===== src/core/rosq_pkg.sv =====
// Package: constants, types and decode functions of the reset and option byte sequencer
// Summary of operation
// [RL1] Main byte bit 0 picks watchdog start
// [RL2] Zero autostarts watchdog, one keeps it stopped
// [RL3] Bits 2 and 3 decide code protection
// [RL4] Bits 5:4 pick 3.80/2.85/2.35/1.90 V
// [RL5] One threshold serves both voltage resets
// [RL6] Bit 6 zero enables power-on/low-voltage resets
// [RL7] Bit 7 picks count source protect
// [RL8] Main byte at top address, blank FFh
// [RL9] Programmer erases before reprogramming a byte
// [RL10] Watchdog byte at fixed address, blank FFh
// [RL11] Bits 1:0 pick watchdog underflow count
// [RL12] Bits 3:2 pick refresh window fraction
// [RL13] Pin low holds everything in reset
// [RL14] Pin rising starts fetch from vector
// [RL15] Reset selects undivided slow oscillator clock
// [RL16] RAM untouched by reset
// [RL17] Stable supply: pin low 10 us
// [RL18] Power-up: pin low through settling plus 10 us
// [RL19] Release after 32 slow oscillator counts
// [RL20] Pulled-up pin: reset as supply rises
package rosq_pkg;

   localparam logic [15:0] RST_OPT_ADDR = 16'hFFFF;
   localparam logic [15:0] WDT_OPT_ADDR = 16'hFFDB;
   localparam logic [15:0] FLASH_CTL_ADDR = 16'hFF00;
   localparam logic [15:0] STATUS_ADDR = 16'hFF01;
   localparam logic [15:0] EFF_RST_ADDR = 16'hFF02;
   localparam logic [15:0] EFF_WDT_ADDR = 16'hFF03;
   localparam logic [15:0] CLK_CTL_ADDR = 16'hFF04;

   localparam logic [7:0] BLANK_BYTE = 8'hFF;
   localparam logic [7:0] ERASE_KEY = 8'hE5;

   localparam int WDT_START_BIT = 0;
   localparam int PROT_DIS_BIT = 2;
   localparam int PROT_EN_BIT = 3;
   localparam int LVL_LO_BIT = 4;
   localparam int LVL_HI_BIT = 5;
   localparam int LVD_START_BIT = 6;
   localparam int CSP_BIT = 7;
   localparam int UF_LO_BIT = 0;
   localparam int UF_HI_BIT = 1;
   localparam int WIN_LO_BIT = 2;
   localparam int WIN_HI_BIT = 3;

   localparam int ST_RUN_BIT = 0;
   localparam int ST_PIN_BIT = 1;
   localparam int ST_SUPPLY_BIT = 2;
   localparam int ST_SHORT_BIT = 3;
   localparam int ST_OVERWR_BIT = 4;
   localparam int ST_LVD_BIT = 5;

   localparam logic [5:0] LOSC_RELEASE_COUNT = 6'h20;
   localparam int CLK_PERIOD_NS = 100;
   localparam int PIN_LOW_MIN_NS = 10000;
   localparam int PIN_LOW_MIN_CYC = (PIN_LOW_MIN_NS + CLK_PERIOD_NS - 1) / CLK_PERIOD_NS;
   localparam logic [7:0] PIN_LOW_MIN_CNT = PIN_LOW_MIN_CYC[7:0];

   typedef enum logic [3:0] {
      ST_POWERUP = 4'h1,
      ST_PIN_LOW = 4'h2,
      ST_LOAD = 4'h4,
      ST_RUN = 4'h8
   } rosq_state_t;

   typedef struct packed {
      logic wdt_autostart;
      logic cs_protect;
      logic code_protect;
      logic lvd_reset_en;
      logic [1:0] detect_sel;
      logic [1:0] uf_sel;
      logic [1:0] win_sel;
   } rosq_cfg_t;

   function automatic logic [13:0] rosq_uf_count(input logic [1:0] sel);
      logic [13:0] c;
      c = 14'h03FF;
      unique case (sel)
         2'h0: c = 14'h03FF;
         2'h1: c = 14'h0FFF;
         2'h2: c = 14'h1FFF;
         2'h3: c = 14'h3FFF;
      endcase
      return c;
   endfunction

   // Quarters of the full start-to-underflow span
   function automatic logic [14:0] rosq_win_count(input logic [1:0] uf, input logic [1:0] win);
      logic [14:0] quarter;
      logic [16:0] prod;
      quarter = ({1'b0, rosq_uf_count(uf)} + 15'h0001) >> 2;
      prod = quarter * ({15'h0000, win} + 17'h00001);
      return prod[14:0];
   endfunction

   function automatic logic [11:0] rosq_level_mv(input logic [1:0] sel);
      logic [11:0] mv;
      mv = 12'hED8;
      unique case (sel)
         2'h0: mv = 12'hED8;
         2'h1: mv = 12'hB22;
         2'h2: mv = 12'h92E;
         2'h3: mv = 12'h76C;
      endcase
      return mv;
   endfunction

endpackage


===== src/core/rosq_sync2.sv =====
// Two-stage synchroniser for pin-side levels
`timescale 1ns/1ns
module rosq_sync2 #(
   parameter int WIDTH = 3
) (
   input wire logic clock_i,
   input wire logic nrst_i,
   input wire logic [WIDTH-1:0] async_i,
   output logic [WIDTH-1:0] sync_o
);
   logic [WIDTH-1:0] meta_r;
   logic [WIDTH-1:0] sync_r;

   // Meta stage feeds only the second stage
   always_ff @(posedge clock_i) begin
      if (!nrst_i) begin
         meta_r <= '0;
         sync_r <= '0;
      end else begin
         meta_r <= async_i;
         sync_r <= meta_r;
      end
   end

   assign sync_o = sync_r;
endmodule


===== src/core/rosq_losc_counter.sv =====
// Slow oscillator tick counter for power-on release
`timescale 1ns/1ns
module rosq_losc_counter (
   input wire logic clock_i,
   input wire logic nrst_i,
   input wire logic clear_i,
   input wire logic tick_i,
   output logic done_o
);
   import rosq_pkg::*;

   logic [5:0] count_r;
   logic [5:0] count_nxt;
   wire reached = (count_r == LOSC_RELEASE_COUNT);

   assign count_nxt = clear_i ? 6'h00 : ((tick_i && !reached) ? count_r + 6'h01 : count_r); // RL19

   always_ff @(posedge clock_i) begin
      if (!nrst_i) begin
         count_r <= 6'h00;
      end else begin
         count_r <= count_nxt;
      end
   end

   assign done_o = reached;
endmodule


===== src/core/rosq_top.sv =====
// Reset sequencer top: option bytes, reset pin, power-on release
`timescale 1ns/1ns
module rosq_top (
   input wire logic clock_i,
   input wire logic nrst_i,
   input wire logic reset_pin_i,
   input wire logic supply_ok_i,
   input wire logic losc_clk_i,
   input wire logic [15:0] reg_addr_i,
   input wire logic [7:0] reg_wdata_i,
   input wire logic reg_wr_i,
   input wire logic reg_rd_i,
   output logic [7:0] reg_rdata_o,
   output rosq_pkg::rosq_cfg_t cfg_o,
   output logic [13:0] wdt_underflow_count_o,
   output logic [14:0] wdt_refresh_window_o,
   output logic [11:0] detection0_threshold_mv_o,
   output logic sys_reset_n_o,
   output logic vector_fetch_o,
   output logic losc_clk_sel_o
);
   import rosq_pkg::*;

   // Pin-side levels, synchronised
   logic [2:0] sync_in;
   logic pin_high;
   logic supply_ok;
   logic losc_lvl;
   logic losc_prev_r;
   logic losc_tick;

   rosq_sync2 #(
      .WIDTH(3)
   ) u_sync (
      .clock_i(clock_i),
      .nrst_i(nrst_i),
      .async_i({losc_clk_i, supply_ok_i, reset_pin_i}),
      .sync_o(sync_in)
   );

   assign pin_high = sync_in[0];
   assign supply_ok = sync_in[1];
   assign losc_lvl = sync_in[2];
   assign losc_tick = losc_lvl && !losc_prev_r;

   // Nonvolatile option bytes, blank after power-up model reset
   logic [7:0] rst_opt_r;
   logic [7:0] rst_opt_nxt;
   logic [7:0] wdt_opt_r;
   logic [7:0] wdt_opt_nxt;

   // Settings applied at the last reset release
   rosq_cfg_t eff_cfg_r;
   rosq_cfg_t stored_cfg;

   rosq_state_t state_r;
   rosq_state_t state_nxt;

   logic vector_fetch_r;
   logic sys_reset_n_r;
   logic clk_main_req_r;
   logic clk_main_req_nxt;
   logic losc_sel_r;
   logic short_flag_r;
   logic short_flag_nxt;
   logic overwr_flag_r;
   logic overwr_flag_nxt;
   logic [7:0] pin_low_cnt_r;
   logic [7:0] pin_low_cnt_nxt;
   logic [7:0] rdata_r;
   logic [7:0] rdata_nxt;
   logic losc_done;
   logic losc_clear;

   // Register decode
   wire wr_rst_opt = reg_wr_i && (reg_addr_i == RST_OPT_ADDR);
   wire wr_wdt_opt = reg_wr_i && (reg_addr_i == WDT_OPT_ADDR);
   wire wr_flash_ctl = reg_wr_i && (reg_addr_i == FLASH_CTL_ADDR);
   wire wr_status = reg_wr_i && (reg_addr_i == STATUS_ADDR);
   wire wr_clk_ctl = reg_wr_i && (reg_addr_i == CLK_CTL_ADDR);
   wire erase_req = wr_flash_ctl && (reg_wdata_i == ERASE_KEY);

   // Protection bit pairs and voltage start bit
   wire prot_disable = !rst_opt_r[PROT_DIS_BIT];
   wire prot_enable = !rst_opt_r[PROT_EN_BIT];
   wire lvd_en = !rst_opt_r[LVD_START_BIT];

   // Decode of the stored bytes into settings
   assign stored_cfg.wdt_autostart = !rst_opt_r[WDT_START_BIT]; // RL1 RL2
   assign stored_cfg.cs_protect = !rst_opt_r[CSP_BIT]; // RL7
   assign stored_cfg.code_protect = !prot_disable && prot_enable; // RL3
   assign stored_cfg.lvd_reset_en = lvd_en; // RL6
   assign stored_cfg.detect_sel = {rst_opt_r[LVL_HI_BIT], rst_opt_r[LVL_LO_BIT]}; // RL4
   assign stored_cfg.uf_sel = {wdt_opt_r[UF_HI_BIT], wdt_opt_r[UF_LO_BIT]}; // RL11
   assign stored_cfg.win_sel = {wdt_opt_r[WIN_HI_BIT], wdt_opt_r[WIN_LO_BIT]}; // RL12

   // Flash cells only clear bits when programmed; overwrite of a used byte is flagged
   assign rst_opt_nxt = erase_req ? BLANK_BYTE :
                        (wr_rst_opt ? (rst_opt_r & reg_wdata_i) : rst_opt_r); // RL8 RL9
   assign wdt_opt_nxt = erase_req ? BLANK_BYTE :
                        (wr_wdt_opt ? (wdt_opt_r & reg_wdata_i) : wdt_opt_r); // RL10 RL9

   wire overwr_event = (wr_rst_opt && (rst_opt_r != BLANK_BYTE)) ||
                       (wr_wdt_opt && (wdt_opt_r != BLANK_BYTE)); // RL9
   wire overwr_clear = erase_req || (wr_status && reg_wdata_i[ST_OVERWR_BIT]);

   // Set beats clear on a coincident event
   assign overwr_flag_nxt = overwr_event ? 1'b1 : (overwr_clear ? 1'b0 : overwr_flag_r);

   // Pin low time watch; a release before the minimum is flagged
   wire in_pin_low = (state_r == ST_PIN_LOW);
   wire short_event = in_pin_low && pin_high && (pin_low_cnt_r < PIN_LOW_MIN_CNT); // RL17
   wire short_clear = wr_status && reg_wdata_i[ST_SHORT_BIT];
   assign short_flag_nxt = short_event ? 1'b1 : (short_clear ? 1'b0 : short_flag_r);
   // Entry cycle counts as one, so a pulse of exactly the minimum is not short
   assign pin_low_cnt_nxt = !in_pin_low ? 8'h01 :
                            ((pin_low_cnt_r == 8'hFF) ? pin_low_cnt_r : pin_low_cnt_r + 8'h01);

   // Slow oscillator counting only while supply stays above the threshold
   assign losc_clear = (state_r != ST_POWERUP) || !supply_ok; // RL19

   rosq_losc_counter u_losc (
      .clock_i(clock_i),
      .nrst_i(nrst_i),
      .clear_i(losc_clear),
      .tick_i(losc_tick),
      .done_o(losc_done)
   );

   // Reset sequencing
   always_comb begin
      state_nxt = state_r;
      unique case (state_r)
         ST_POWERUP: begin
            if (!pin_high) begin
               state_nxt = ST_PIN_LOW; // RL13
            end else if (lvd_en) begin
               if (losc_done) begin
                  state_nxt = ST_LOAD; // RL19
               end
            end else begin
               state_nxt = ST_LOAD; // RL20
            end
         end
         ST_PIN_LOW: begin
            if (pin_high) begin
               // Supply below threshold still blocks release when monitoring is on
               state_nxt = (lvd_en && !supply_ok) ? ST_POWERUP : ST_LOAD; // RL14 RL5
            end
         end
         ST_LOAD: begin
            if (!pin_high) begin
               state_nxt = ST_PIN_LOW; // RL13
            end else begin
               state_nxt = ST_RUN;
            end
         end
         ST_RUN: begin
            if (!pin_high) begin
               state_nxt = ST_PIN_LOW; // RL13
            end else if (lvd_en && !supply_ok) begin
               state_nxt = ST_POWERUP; // RL6 RL5
            end
         end
         default: begin
            state_nxt = ST_POWERUP;
         end
      endcase
   end

   wire enter_run = (state_r == ST_LOAD) && (state_nxt == ST_RUN);

   // Main clock request only honoured in run; dropped on the edge reset starts
   assign clk_main_req_nxt = ((state_r != ST_RUN) || (state_nxt != ST_RUN)) ? 1'b0 :
                             (wr_clk_ctl ? reg_wdata_i[0] : clk_main_req_r); // RL15

   always_ff @(posedge clock_i) begin
      if (!nrst_i) begin
         state_r <= ST_POWERUP;
      end else begin
         state_r <= state_nxt;
      end
   end

   always_ff @(posedge clock_i) begin
      if (!nrst_i) begin
         rst_opt_r <= BLANK_BYTE; // RL8
         wdt_opt_r <= BLANK_BYTE; // RL10
      end else begin
         rst_opt_r <= rst_opt_nxt;
         wdt_opt_r <= wdt_opt_nxt;
      end
   end

   // Settings latched only at release so cfg_o never sees a half-programmed byte; lvd_en and the detection 0 threshold track the stored byte
   always_ff @(posedge clock_i) begin
      if (!nrst_i) begin
         eff_cfg_r <= '0;
      end else if (state_r == ST_LOAD) begin
         eff_cfg_r <= stored_cfg; // RL1 RL7 RL11 RL12
      end
   end

   always_ff @(posedge clock_i) begin
      if (!nrst_i) begin
         sys_reset_n_r <= 1'b0;
         vector_fetch_r <= 1'b0;
         losc_sel_r <= 1'b1;
      end else begin
         sys_reset_n_r <= (state_nxt == ST_RUN); // RL13 RL20
         vector_fetch_r <= enter_run; // RL14
         losc_sel_r <= !clk_main_req_nxt; // RL15
      end
   end

   always_ff @(posedge clock_i) begin
      if (!nrst_i) begin
         clk_main_req_r <= 1'b0;
         short_flag_r <= 1'b0;
         overwr_flag_r <= 1'b0;
         pin_low_cnt_r <= 8'h01;
         losc_prev_r <= 1'b0;
      end else begin
         clk_main_req_r <= clk_main_req_nxt;
         short_flag_r <= short_flag_nxt;
         overwr_flag_r <= overwr_flag_nxt;
         pin_low_cnt_r <= pin_low_cnt_nxt;
         losc_prev_r <= losc_lvl;
      end
   end

   // Read path; unmapped addresses answer zero
   wire [7:0] status_word = {2'h0, lvd_en, overwr_flag_r, short_flag_r, supply_ok, pin_high,
                             (state_r == ST_RUN)};
   wire [7:0] eff_rst_word = {!eff_cfg_r.cs_protect, !eff_cfg_r.lvd_reset_en,
                              eff_cfg_r.detect_sel, 1'b0, eff_cfg_r.code_protect,
                              1'b1, !eff_cfg_r.wdt_autostart};
   wire [7:0] eff_wdt_word = {4'hF, eff_cfg_r.win_sel, eff_cfg_r.uf_sel};

   always_comb begin
      rdata_nxt = 8'h00;
      if (reg_rd_i) begin
         unique case (reg_addr_i)
            RST_OPT_ADDR: rdata_nxt = rst_opt_r;
            WDT_OPT_ADDR: rdata_nxt = wdt_opt_r;
            STATUS_ADDR: rdata_nxt = status_word;
            EFF_RST_ADDR: rdata_nxt = eff_rst_word;
            EFF_WDT_ADDR: rdata_nxt = eff_wdt_word;
            CLK_CTL_ADDR: rdata_nxt = {7'h00, clk_main_req_r};
            default: rdata_nxt = 8'h00;
         endcase
      end
   end

   always_ff @(posedge clock_i) begin
      if (!nrst_i) begin
         rdata_r <= 8'h00;
      end else begin
         rdata_r <= rdata_nxt;
      end
   end

   // Outputs; RAM has no reset path here, contents left to the RAM itself (RL16)
   assign reg_rdata_o = rdata_r;
   assign cfg_o = eff_cfg_r;
   assign wdt_underflow_count_o = rosq_uf_count(eff_cfg_r.uf_sel); // RL11
   assign wdt_refresh_window_o = rosq_win_count(eff_cfg_r.uf_sel, eff_cfg_r.win_sel); // RL12
   assign detection0_threshold_mv_o = rosq_level_mv(stored_cfg.detect_sel); // RL4 RL5
   assign sys_reset_n_o = sys_reset_n_r;
   assign vector_fetch_o = vector_fetch_r;
   assign losc_clk_sel_o = losc_sel_r;
endmodule


===== config.mk =====
export PLATFORM = sky130hd
export DESIGN_NAME = rosq_top
export DESIGN_NICKNAME = d
export VERILOG_FILES = /design/src/core/rosq_pkg.sv /design/src/core/rosq_sync2.sv /design/src/core/rosq_losc_counter.sv /design/src/core/rosq_top.sv
export SDC_FILE = /design/constraint.sdc
export NUM_CORES = 1
export LEC_CHECK = 0
export BUFFER_PORTS_ARGS = -buffer_cell sky130_fd_sc_hd__buf_2
export CORE_ASPECT_RATIO = 1.1
export CORE_MARGIN = 4
export CORE_UTILIZATION = 50
export DETAILED_ROUTE_END_ITERATION = 6
export PLACE_DENSITY = 0.77
export SLEW_MARGIN = 20
export SYNTH_ARGS = -nofsm -noshare
export SYNTH_HDL_FRONTEND = slang
export SYNTH_SLANG_ARGS = --single-unit

===== constraint.sdc =====
create_clock -name clock_i -period 6.7 [get_ports clock_i]
set_input_delay 1.34 -clock clock_i [delete_from_list [all_inputs] [get_ports clock_i]]
set_output_delay 1.34 -clock clock_i [all_outputs]
set_load 0.1 [all_outputs]

==> results of run 1 <==
==> state kept, by name (all words and copies together), names as in the netlist <==
| name | flops |
|---|---|
| overwr_flag_r | 1 |
| vector_fetch_o | 1 |
| losc_clk_sel_o | 1 |
| u_losc.count_r | 6 |
| u_sync.sync_o | 3 |
| clk_main_req_r | 1 |
| cfg_o | 10 |
| losc_prev_r | 1 |
| reg_rdata_o | 8 |
| rst_opt_r | 8 |
| short_flag_r | 1 |
| sys_reset_n_o | 1 |
| state_r | 4 |
| wdt_opt_r | 8 |
| u_sync.meta_r | 3 |
| pin_low_cnt_r | 8 |
==> metal layers <==
layer | part of all wire [%] | routed length, um
met5 | 0 | 0
met4 | 1.7 | 125
met3 | 6.5 | 481
met2 | 48 | 3570
met1 | 44 | 3240
==> per-stage QoR <==
stage / area (sq um) / util [%] / power (W)
2_1_floorplan: 3450 / - / 0.000505
3_3_place_gp: 3660 / 55.5 / 0.000513
3_5_place_dp: 3660 / 55.5 / 0.000514
4_1_cts: 3810 / 57.9 / 0.000785
5_1_grt: 3810 / 57.9 / 0.000809
6_report: 3810 / 57.9 / 0.000780
==> worst max path at each step <==
stage             start                        to  slack (ns)  cells past startpoint
3_3_place_gp   cfg_o[0]  wdt_refresh_window_o[14]        2.68                      9
6_report       cfg_o[0]  wdt_refresh_window_o[14]        2.24                      9
4_1_cts        cfg_o[0]  wdt_refresh_window_o[14]        2.22                      9
5_1_grt        cfg_o[0]  wdt_refresh_window_o[14]        2.04                      9
2_1_floorplan  cfg_o[0]  wdt_refresh_window_o[14]        1.19                      8
3_5_place_dp   cfg_o[0]  wdt_refresh_window_o[14]        2.58                      9
==> final cells by class <==
type / instances / area, sq um
Multi-Input combinational cell: 282 / 1830
Sequential cell: 65 / 1300
Inverter: 16 / 60.1
Tap cell: 82 / 103
Clock buffer: 13 / 139
Clock inverter: 3 / 17.5
Fill cell: 606 / 2780
Timing Repair Buffer: 73 / 365
==> worst reg2reg max path, cell delays in order (launching register included) <==
cell,delay (ns)
dfxtp_1,0.39
nor2_1,0.23
nand3b_1,0.22
a21boi_0,0.43
nand3_1,0.27
or3_1,0.39
==> power by group <==
group | switching (W) | internal, W
Clock | 0.000140 | 0.000134
Combinational | 0.0000832 | 0.0000223
Sequential | 0.00000867 | 0.000392
==> cell usage in the layout (no fill, tap or decap), types with 5 or more instances in the layout <==
cell      netlist  layout
a21boi_0        9       9
clkbuf_8        0       9
dfxtp_1        65      65
buf_2           1      73
conb_1          2      19
o21ai_0        25      25
inv_1          16      16
and3_1          6       6
nand4_1        13      13
nand2_1        45      45
nor3b_1         9       9
nor2b_1         5       5
a21oi_1         9       9
ha_1           16      16
xnor2_1         6       6
nand3_1        14      14
nor2_1         25      25
and2_1          9       9
xor2_1          6       6
==> cell families after synthesis <==
group	share of synthesized area (%)
compound gates	14.0
xor+xnor	3.11
fa+ha+maj	7.10
buf+inv	9.36
flops	38.5
mux	0.592
other cells	0.222
simple gates	27.1
==> summary.md, run 1 <==
| Metric | Value |
|---|---|
| Status | finished, final reports clean |
| Kind of critical path | reg -> out |
| Worst setup margin | 2.24 ns |
| Synth warn | 0 |
| Final Wtd Congestion | 0.839 |
| Max stage delay cell, worst path | fa_1 |
| Worst hold path cell count | 1 |
| Boundary pin count | 93 |
| Worst-margin pin slew | 0.636 ns |
| Post-Layout Cell Count | 534 |
| Area grow syn2layout | 12.8% |
| # diodes | 0 |
| Die Width | 86.4 um |
| Drt wl/cell | 13.9 um |
| Post-synth top area cell | dfxtp_1 |
| Initial antenna violation count | 0 |
| Pwr dens | 204 mW/mm^2 |
| Vias in the first global route | 2519 |
| Synth cell count leaders | dfxtp_1, nand2_1, nor2_1, o21ai_0, buf_4 |
| Clock latency on the worst-skew pair | 0.33 ns |
| Final min period | 4.46 ns |
| Yosys reg bits | 65 |
| Total congestion overflow | 0 |
| Clock slew at reported path FFs | 0.06 ns |
| Reg2Reg Capture Point | losc_clk_sel_o |
| Maximum VDD drop | 132 uV |
| Grt met3 use | 3.68% |
| M2 GR Usage | 28.4% |
| Post-Syn Area per Cell | 8.81 sq um |
| DIE AREA | 0.00815 sq mm |
| EDFF count, synth | 0 |
| Ratio of cells with drive above 1 in the final layout | 21.9% |
| Fmax | 224 MHz |
| HP Class | reg -> reg |
| Crit-path leading delay family | adder cells |
| Routing usage on met1 | 23.4% |
| Leakage | 1.71 nW |
| Top cell by count, worst path | ha_1 |
| Setup_tns | 0 ns |
| Initial Util | 51.3% |
| Hold Path End | u_sync.sync_o[1] |
| RSZ-0062 raised after global routing | no |
| Final worst path period share | 66.6% |
| Setup crit end kind | primary output |
| Buf+Inv Stages, Crit Path | 2 |
| CP arrival | 3.12 ns |
| Clock buffer count from CTS | 9 |
| Setup bufs post-CTS | 0 |
| Port Buf Inserts | 73 |
| Initial drt markers | 222 |
| Critical Path RT | 5.36 ns |
| Vias | 2892 |
| Max Cap Violations | 0 |
| Drt pass-1 iters | 5 |
| Crit path launch type | flip-flop |
| Ranking of synthesized cells by area | dfxtp_1, ha_1, buf_4, nand2_1, o21ai_0 |
| Final setup fails | 0 |
| Area share of the largest cell type after synthesis | 38.5% |
| Slew margin rel. | 57.3% |
| Hold Slack | 0.435 ns |
| Chip height | 94.3 um |
| Fin. Hold Viols | 0 |
| Resized Gates After CTS | 0 |
| Post-DP HPWL | 5590 um |
| Share of flip-flops with an asynchronous set or reset | 0% |
| First-pass GRT wire length | 11700 um |
| Drc violations | 0 |
| Worst Reg-to-Reg Cells | 5 |
| Count leader, synth | dfxtp_1 |
| Worst Min Path Start | u_sync.meta_r[1] |
| Largest net degree at the start of global routing | 24 |
| Core box area | 0.00659 sq mm |
| FF-to-FF Start | state_r[0] |
| Routed Antenna Nets | 0 |
| Root buf cell | clkbuf_8 |
| Hold Buf Count CTS | 0 |
| Worst path cell trace | ha_1, inv_1, nor3b_1, fa_1, ha_1, a21o_1, a21oi_1, xnor2_1, buf_2 |
| Row count | 31 |
| Synth unique cells | 59 |
| CTS H-tree depth | 3 |
| TritonCTS clock tree | yes |
| Total Routing Usage GR | 18.0% |
| Sequential area share after synthesis | 38.5% |
| Register-to-Register Setup Slack | 4.66 ns |
| Post-synth top flop | dfxtp_1 |
| Post-synthesis instance total | 384 |
| Vias per cell | 5.42 |
| Crit path largest cell delay | 0.50 ns |
| CTS Buffer Depth | 2 |
| Dpl cells | 518 |
| CP max FO | 8 |
| DP Worst Slack | 2.58 ns |
| Worst Skew | 0.00500 ns |
| Final WL | 7420 um |
| Nets | 496 |
| CTS sink cnt | 65 |
| Max Slew Vio Count | 0 |
| Busiest grt layer | met2 |
| Mapped Area | 0.00338 sq mm |
Note: power is estimated with default switching activity, not from simulation.
==> run 2, diff against run 1 <==
--- a/config.mk
+++ b/config.mk
@@ -5,12 +5,13 @@
 export SDC_FILE = /design/constraint.sdc
 export NUM_CORES = 1
 export LEC_CHECK = 0
+export ABC_AREA = 1
 export BUFFER_PORTS_ARGS = -buffer_cell sky130_fd_sc_hd__buf_2
 export CORE_ASPECT_RATIO = 1.1
 export CORE_MARGIN = 4
 export CORE_UTILIZATION = 50
 export DETAILED_ROUTE_END_ITERATION = 6
-export PLACE_DENSITY = 0.77
+export PLACE_DENSITY = 0.76
 export SLEW_MARGIN = 20
 export SYNTH_ARGS = -nofsm -noshare
 export SYNTH_HDL_FRONTEND = slang
==> constraint.sdc (replaced) <==
create_clock -name clock_i -period 4.4 [get_ports clock_i]
set_input_delay 0.88 -clock clock_i [delete_from_list [all_inputs] [get_ports clock_i]]
set_output_delay 0.88 -clock clock_i [all_outputs]
set_load 0.1 [all_outputs]
==> run 2 against run 1 <==
Effect of this change:
- clock-buffer cell count is 3 lower
- core utilization is 2.2 points higher
- wire length increased by 12%
- first-iteration DRC count is 2.3% higher
- global-route usage rose by 2.2 points
- cell count grew 20%
- setup slack worse by 1.7 ns
- worst hold slack lost 0.027 ns
- register-to-register slack got worse by 1.9 ns
- via count increased by 13%
- combinational power grew 55%
- critical path depth did not move
==> summary.md, run 2 <==
| Metric | Value |
|---|---|
| Status | finished, final reports clean |
| Resized Gates After CTS | 0 |
| Clock latency on the worst-skew pair | 0.34 ns |
| Final min period | 3.90 ns |
| Vias | 3270 |
| Commonest non-fill, non-tap cells in the layout | nand2_1, buf_2, nor2_1, dfxtp_1, inv_1 |
| Sequential area share after synthesis | 36.6% |
| Max stage delay cell, worst path | fa_1 |
| Drt pass-1 iters | 5 |
| Post-DP HPWL | 6470 um |
| Setup bufs post-CTS | 0 |
| DIE AREA | 0.00853 sq mm |
| Core box area | 0.00675 sq mm |
| Boundary pin count | 93 |
| Clock slew at reported path FFs | 0.07 ns |
| Clk pwr share | 39.4% |
| Yosys reg bits | 65 |
| Ranking of synthesized cells by area | dfxtp_1, nand2_1, nor2_1, inv_1, ha_1 |
| Worst-margin pin slew | 1.01 ns |
| HP Class | reg -> reg |
| Seq pwr share | 47.7% |
| EDFF count, synth | 0 |
| Pwr dens | 312 mW/mm^2 |
| Leakage | 2.14 nW |
| Mapped Area | 0.00356 sq mm |
| Worst Skew | 0.0125 ns |
| Nets | 603 |
| Max Slew Vio Count | 0 |
| Total Routing Usage GR | 20.2% |
| Finished Core Util | 60.1% |
| Post-synth top area cell | dfxtp_1 |
| Routed Antenna Nets | 0 |
| Most common cell after layout, fill and taps aside | nand2_1 |
| Vias in the first global route | 2999 |
| Post-synth top flop | dfxtp_1 |
| Slew margin rel. | 32.2% |
| Worst path cell trace | ha_1, inv_1, nor2_1, fa_1, ha_1, a21o_1, a21oi_1, xnor2_2, buf_2 |
| Max Cap Violations | 0 |
| RSZ-0062 raised after global routing | no |
| Fmax | 256 MHz |
| Area share of the largest cell type after synthesis | 36.6% |
| Setup crit end kind | primary output |
| Area grow syn2layout | 14.0% |
| Kind of critical path | reg -> out |
| Synth cell count leaders | nand2_1, dfxtp_1, nor2_1 |
| Fin. Hold Viols | 0 |
| Maximum VDD drop | 185 uV |
| Root buf cell | clkbuf_8 |
| DP Worst Slack | 0.841 ns |
| Internal power | 0.000894 W |
| Number of flip-flops in the largest register | 10 |
| Synth unique cells | 42 |
| # diodes | 0 |
| Crit path launch type | flip-flop |
| Port Buf Inserts | 73 |
| Count leader, synth | nand2_1 |
| Ratio of cells with drive above 1 in the final layout | 21.3% |
| Setup_tns | 0 ns |
| Final setup fails | 0 |
| Vias per cell | 5.11 |
| Drt wl/cell | 13.0 um |
| Synth warn | 0 |
| Die Width | 88.4 um |
| Drc violations | 0 |
| CP arrival | 3.02 ns |
| Worst setup margin | 0.496 ns |
| Final WL | 8320 um |
| Switching portion of total power | 29.2% |
| Total congestion overflow | 0 |
| Row count | 31 |
| Initial Util | 52.7% |
| Final worst path period share | 88.7% |
| Tot Pwr | 0.00126 W |
| CTS sink cnt | 65 |
| Post-Syn Area per Cell | 7.32 sq um |
| CTS Buffer Depth | 2 |
| Chip height | 96.5 um |
| Initial antenna violation count | 0 |
| Dpl cells | 625 |
| First-pass GRT wire length | 13400 um |
| Hold Buf Count CTS | 0 |
| Post-Layout Cell Count | 640 |
| Top cell by count, worst path | ha_1 |
| Share of flip-flops with an asynchronous set or reset | 0% |
| Initial drt markers | 227 |
| Clock buffer count from CTS | 9 |
| CTS H-tree depth | 3 |
| Critical Path RT | 3.52 ns |
| Switching pwr | 0.000369 W |
| Post-synthesis instance total | 486 |
| Largest net degree at the start of global routing | 23 |
| Logic pwr share | 12.9% |
| Final Wtd Congestion | 0.954 |
| Crit path largest cell delay | 0.51 ns |
| TritonCTS clock tree | yes |
| CP max FO | 8 |
## run 2: cell families (layout without fill, tap and decap cells)
family,after synthesis,after routing,share of synthesized area (%)
simple gates,230,230,31.1
buf+inv,99,154,13.9
compound gates,66,66,9.99
flops,65,65,36.6
fa+ha+maj,18,18,6.76
xor+xnor,6,6,1.48
other cells,2,19,0.211
## run 2: power groups by stage
stage / registers, W / clock network [W] / logic (W)
after floorplan: 0.000623 / 0 / 0.000139
final: 0.000603 / 0.000497 / 0.000163
after global placement: 0.000616 / 0 / 0.000160
after CTS: 0.000603 / 0.000505 / 0.000162
after global routing: 0.000604 / 0.000529 / 0.000174
after detailed placement: 0.000616 / 0 / 0.000162
## run 2: final timing paths
check	end	slack [ns]	depth (start not counted)	startpoint
setup / recovery	wdt_refresh_window_o[14]	0.50	9	cfg_o[0]
hold / removal	u_sync.sync_o[1]	0.41	2	u_sync.meta_r[1]
setup reg to reg	u_losc.count_r[0]	2.78	8	u_losc.count_r[0]
hold reg to reg	u_sync.sync_o[1]	0.41	2	u_sync.meta_r[1]
## run 2: per-stage QoR
step,hold slack (ns),cell area (sq um)
4_1_cts,0.412,4060
3_5_place_dp,0.400,3860
6_report,0.408,4060
5_1_grt,0.449,4060
2_1_floorplan,0.390,3640
3_3_place_gp,0.395,3860
## run 2: critical path, delay by kind of cell, from the launching register on
kind                     cells  cell delay, ns
flip-flops                   1            0.47
adder cells (fa/ha/maj)      3            1.11
AO/OA/AOI/OAI                2            0.35
XOR/XNOR                     1            0.13
buffers and inverters        2            0.54
AND/OR/NAND/NOR              1            0.08
## run 2: area by class of cell
type	instances	area (sq um)
Fill cell	640	2690
Multi-Input combinational cell	339	1840
Sequential cell	65	1300
Timing Repair Buffer	73	365
Inverter	66	249
Clock buffer	10	138
Tap cell	82	103
Clock inverter	5	56.3
## run 2: metal layers
metal / track usage (%) / up-vias / part of all wire [%]
li1: - / 1656 / -
met1: 24.5 / 1476 / 41
met2: 34.4 / 123 / 49
met3: 4.33 / 15 / 7.1
met4: 8.56 / 0 / 2.2
met5: 0 / - / 0
==> run 3, diff against run 2 <==
--- a/config.mk
+++ b/config.mk
@@ -5,13 +5,12 @@
 export SDC_FILE = /design/constraint.sdc
 export NUM_CORES = 1
 export LEC_CHECK = 0
-export ABC_AREA = 1
 export BUFFER_PORTS_ARGS = -buffer_cell sky130_fd_sc_hd__buf_2
 export CORE_ASPECT_RATIO = 1.1
 export CORE_MARGIN = 4
 export CORE_UTILIZATION = 50
 export DETAILED_ROUTE_END_ITERATION = 6
-export PLACE_DENSITY = 0.76
+export PLACE_DENSITY = 0.77
 export SLEW_MARGIN = 20
 export SYNTH_ARGS = -nofsm -noshare
 export SYNTH_HDL_FRONTEND = slang
==> run 3 against run 2 <==
Effect of this change:
- fmax decreased by 5.1%
- clock power down 2%
- power down 0.58%
- clock-buffer cell count up 3
- final area fell by 4.5%
- via count is 12% lower
==> summary.md, run 3 (synthesized netlist as in run 1, its figures left out) <==
| Metric | Value |
|---|---|
| Initial Util | 51.3% |
| Crit path launch type | flip-flop |
| TritonCTS clock tree | yes |
| Clock buffer count from CTS | 9 |
| Port Buf Inserts | 73 |
| Total Routing Usage GR | 18.6% |
| Largest net degree at the start of global routing | 24 |
| Resized Gates After CTS | 0 |
| Routed Antenna Nets | 0 |
| Most common cell after layout, fill and taps aside | buf_2 |
| Max Cap Violations | 0 |
| CTS H-tree depth | 3 |
| Drc violations | 0 |
| Setup crit end kind | primary output |
| Worst hold path cell count | 1 |
| CTS sink cnt | 65 |
| Ratio of cells with drive above 1 in the final layout | 22.6% |
| Setup_tns | 0 ns |
| Chip height | 94.3 um |
| Max Slew Vio Count | 0 |
| Post-DP HPWL | 5620 um |
| Number of flip-flops in the largest register | 10 |
| Maximum VDD drop | 226 uV |
| Root buf cell | clkbuf_8 |
| Crit path largest cell delay | 0.52 ns |
| Setup bufs post-CTS | 0 |
| Boundary pin count | 93 |
| Fin. Hold Viols | 0 |
| Drt pass-1 iters | 4 |
| Finished Core Util | 58.7% |
| Top cell by count, worst path | ha_1 |
| Final WL | 7500 um |
| Hold Buf Count CTS | 0 |
| Die Width | 86.4 um |
| Final min period | 4.11 ns |
| Final worst path period share | 93.5% |
| CP max FO | 8 |
| Worst path cell trace | ha_1, inv_1, nor3b_1, fa_1, ha_1, a21o_1, a21oi_1, xnor2_2, buf_2 |
| DP Worst Slack | 0.625 ns |
| Worst-margin pin slew | 0.631 ns |
| Hold Slack | 0.433 ns |
| First-pass GRT wire length | 12000 um |
| Worst Reg-to-Reg Cells | 5 |
| Critical Path RT | 3.52 ns |
| Nets | 496 |
| Pwr dens | 324 mW/mm^2 |
| Initial drt markers | 223 |
| Clock slew at reported path FFs | 0.07 ns |
| RSZ-0062 raised after global routing | no |
| CTS Buffer Depth | 2 |
| Total congestion overflow | 0 |
| Drt wl/cell | 14.0 um |
| CP arrival | 3.23 ns |
| Initial antenna violation count | 0 |
| Vias | 2892 |
| HP Class | reg -> reg |
| DIE AREA | 0.00815 sq mm |
| Final setup fails | 0 |
| Clock latency on the worst-skew pair | 0.34 ns |
| Leakage | 1.74 nW |
| Commonest non-fill, non-tap cells in the layout | buf_2, dfxtp_1, nand2_1 |
| Worst setup margin | 0.287 ns |
| Core box area | 0.00659 sq mm |
| Slew margin rel. | 57.6% |
| Row count | 31 |
| Max stage delay cell, worst path | fa_1 |
| Area grow syn2layout | 14.5% |
| Fmax | 243 MHz |
| Worst Skew | 0.00988 ns |
| Kind of critical path | reg -> out |
| # diodes | 0 |
| Status | finished, final reports clean |
| Vias per cell | 5.42 |
| Final Wtd Congestion | 0.836 |
| Vias in the first global route | 2656 |
## run 3: cell count changes in the layout (fill, tap and decap cells not counted), moves of 7 or more
| cell | previous run | this run |
|---|---|---|
| inv_1 | 61 | 16 |
| o21ai_0 | 32 | 25 |
| a21boi_0 | 0 | 9 |
| nand2_1 | 84 | 45 |
| nor3b_1 | 0 | 9 |
| a21oi_1 | 22 | 9 |
| nand3_1 | 31 | 14 |
| nor2_1 | 65 | 25 |
| and2_1 | 0 | 9 |
| nand4_1 | 20 | 13 |
## run 3: final cells by class
type,instances,area (sq um)
multi-input combinational,282,1860
tap,82,103
inverter,16,60.1
sequential,65,1300
timing repair buffer,73,365
clock buffer,13,149
clock inverter,3,40.0
fill,606,2720
## run 3: critical path: cells and delay by family (launching register included)
kind,cells,cell delay (ns)
buffers and inverters,2,0.50
adders and majority gates,3,1.15
AOI/OAI and AO/OA,2,0.39
DFF,1,0.39
and+or+nand+nor,1,0.31
xor gates and xnor gates,1,0.14
## run 3: per-layer routing
metal | share of wire, % | vias up | GRT usage, % | wire, um
li1 | - | 1437 | - | -
met1 | 41 | 1346 | 21.6 | 3070
met2 | 49 | 92 | 30.5 | 3700
met3 | 7.5 | 17 | 4.91 | 560
met4 | 2.2 | 0 | 10.5 | 165
met5 | 0 | - | 0 | 0
## run 3: path summary, 6_finish.rpt
| check | startpoint | to | slack [ns] |
|---|---|---|---|
| worst max-delay path | cfg_o[0] | wdt_refresh_window_o[14] | 0.29 |
| worst min-delay path | u_sync.meta_r[1] | u_sync.sync_o[1] | 0.43 |
| worst max register to register | state_r[0] | losc_clk_sel_o | 2.37 |
| worst min register to register | u_sync.meta_r[1] | u_sync.sync_o[1] | 0.43 |
## run 3: power by group
part           internal, W  switching, W  total [W]
registers         0.000597     0.0000136   0.000611
logic            0.0000339      0.000126   0.000160
clock network     0.000276      0.000209   0.000485
## run 3: stage by stage
stage	instance area (sq um)	power, W	instances
final	3870	0.00126	534
after CTS	3870	0.00127	534
after global routing	3870	0.00130	534
after global placement	3680	0.000781	518
after detailed placement	3680	0.000783	518
after floorplan	3470	0.000769	401
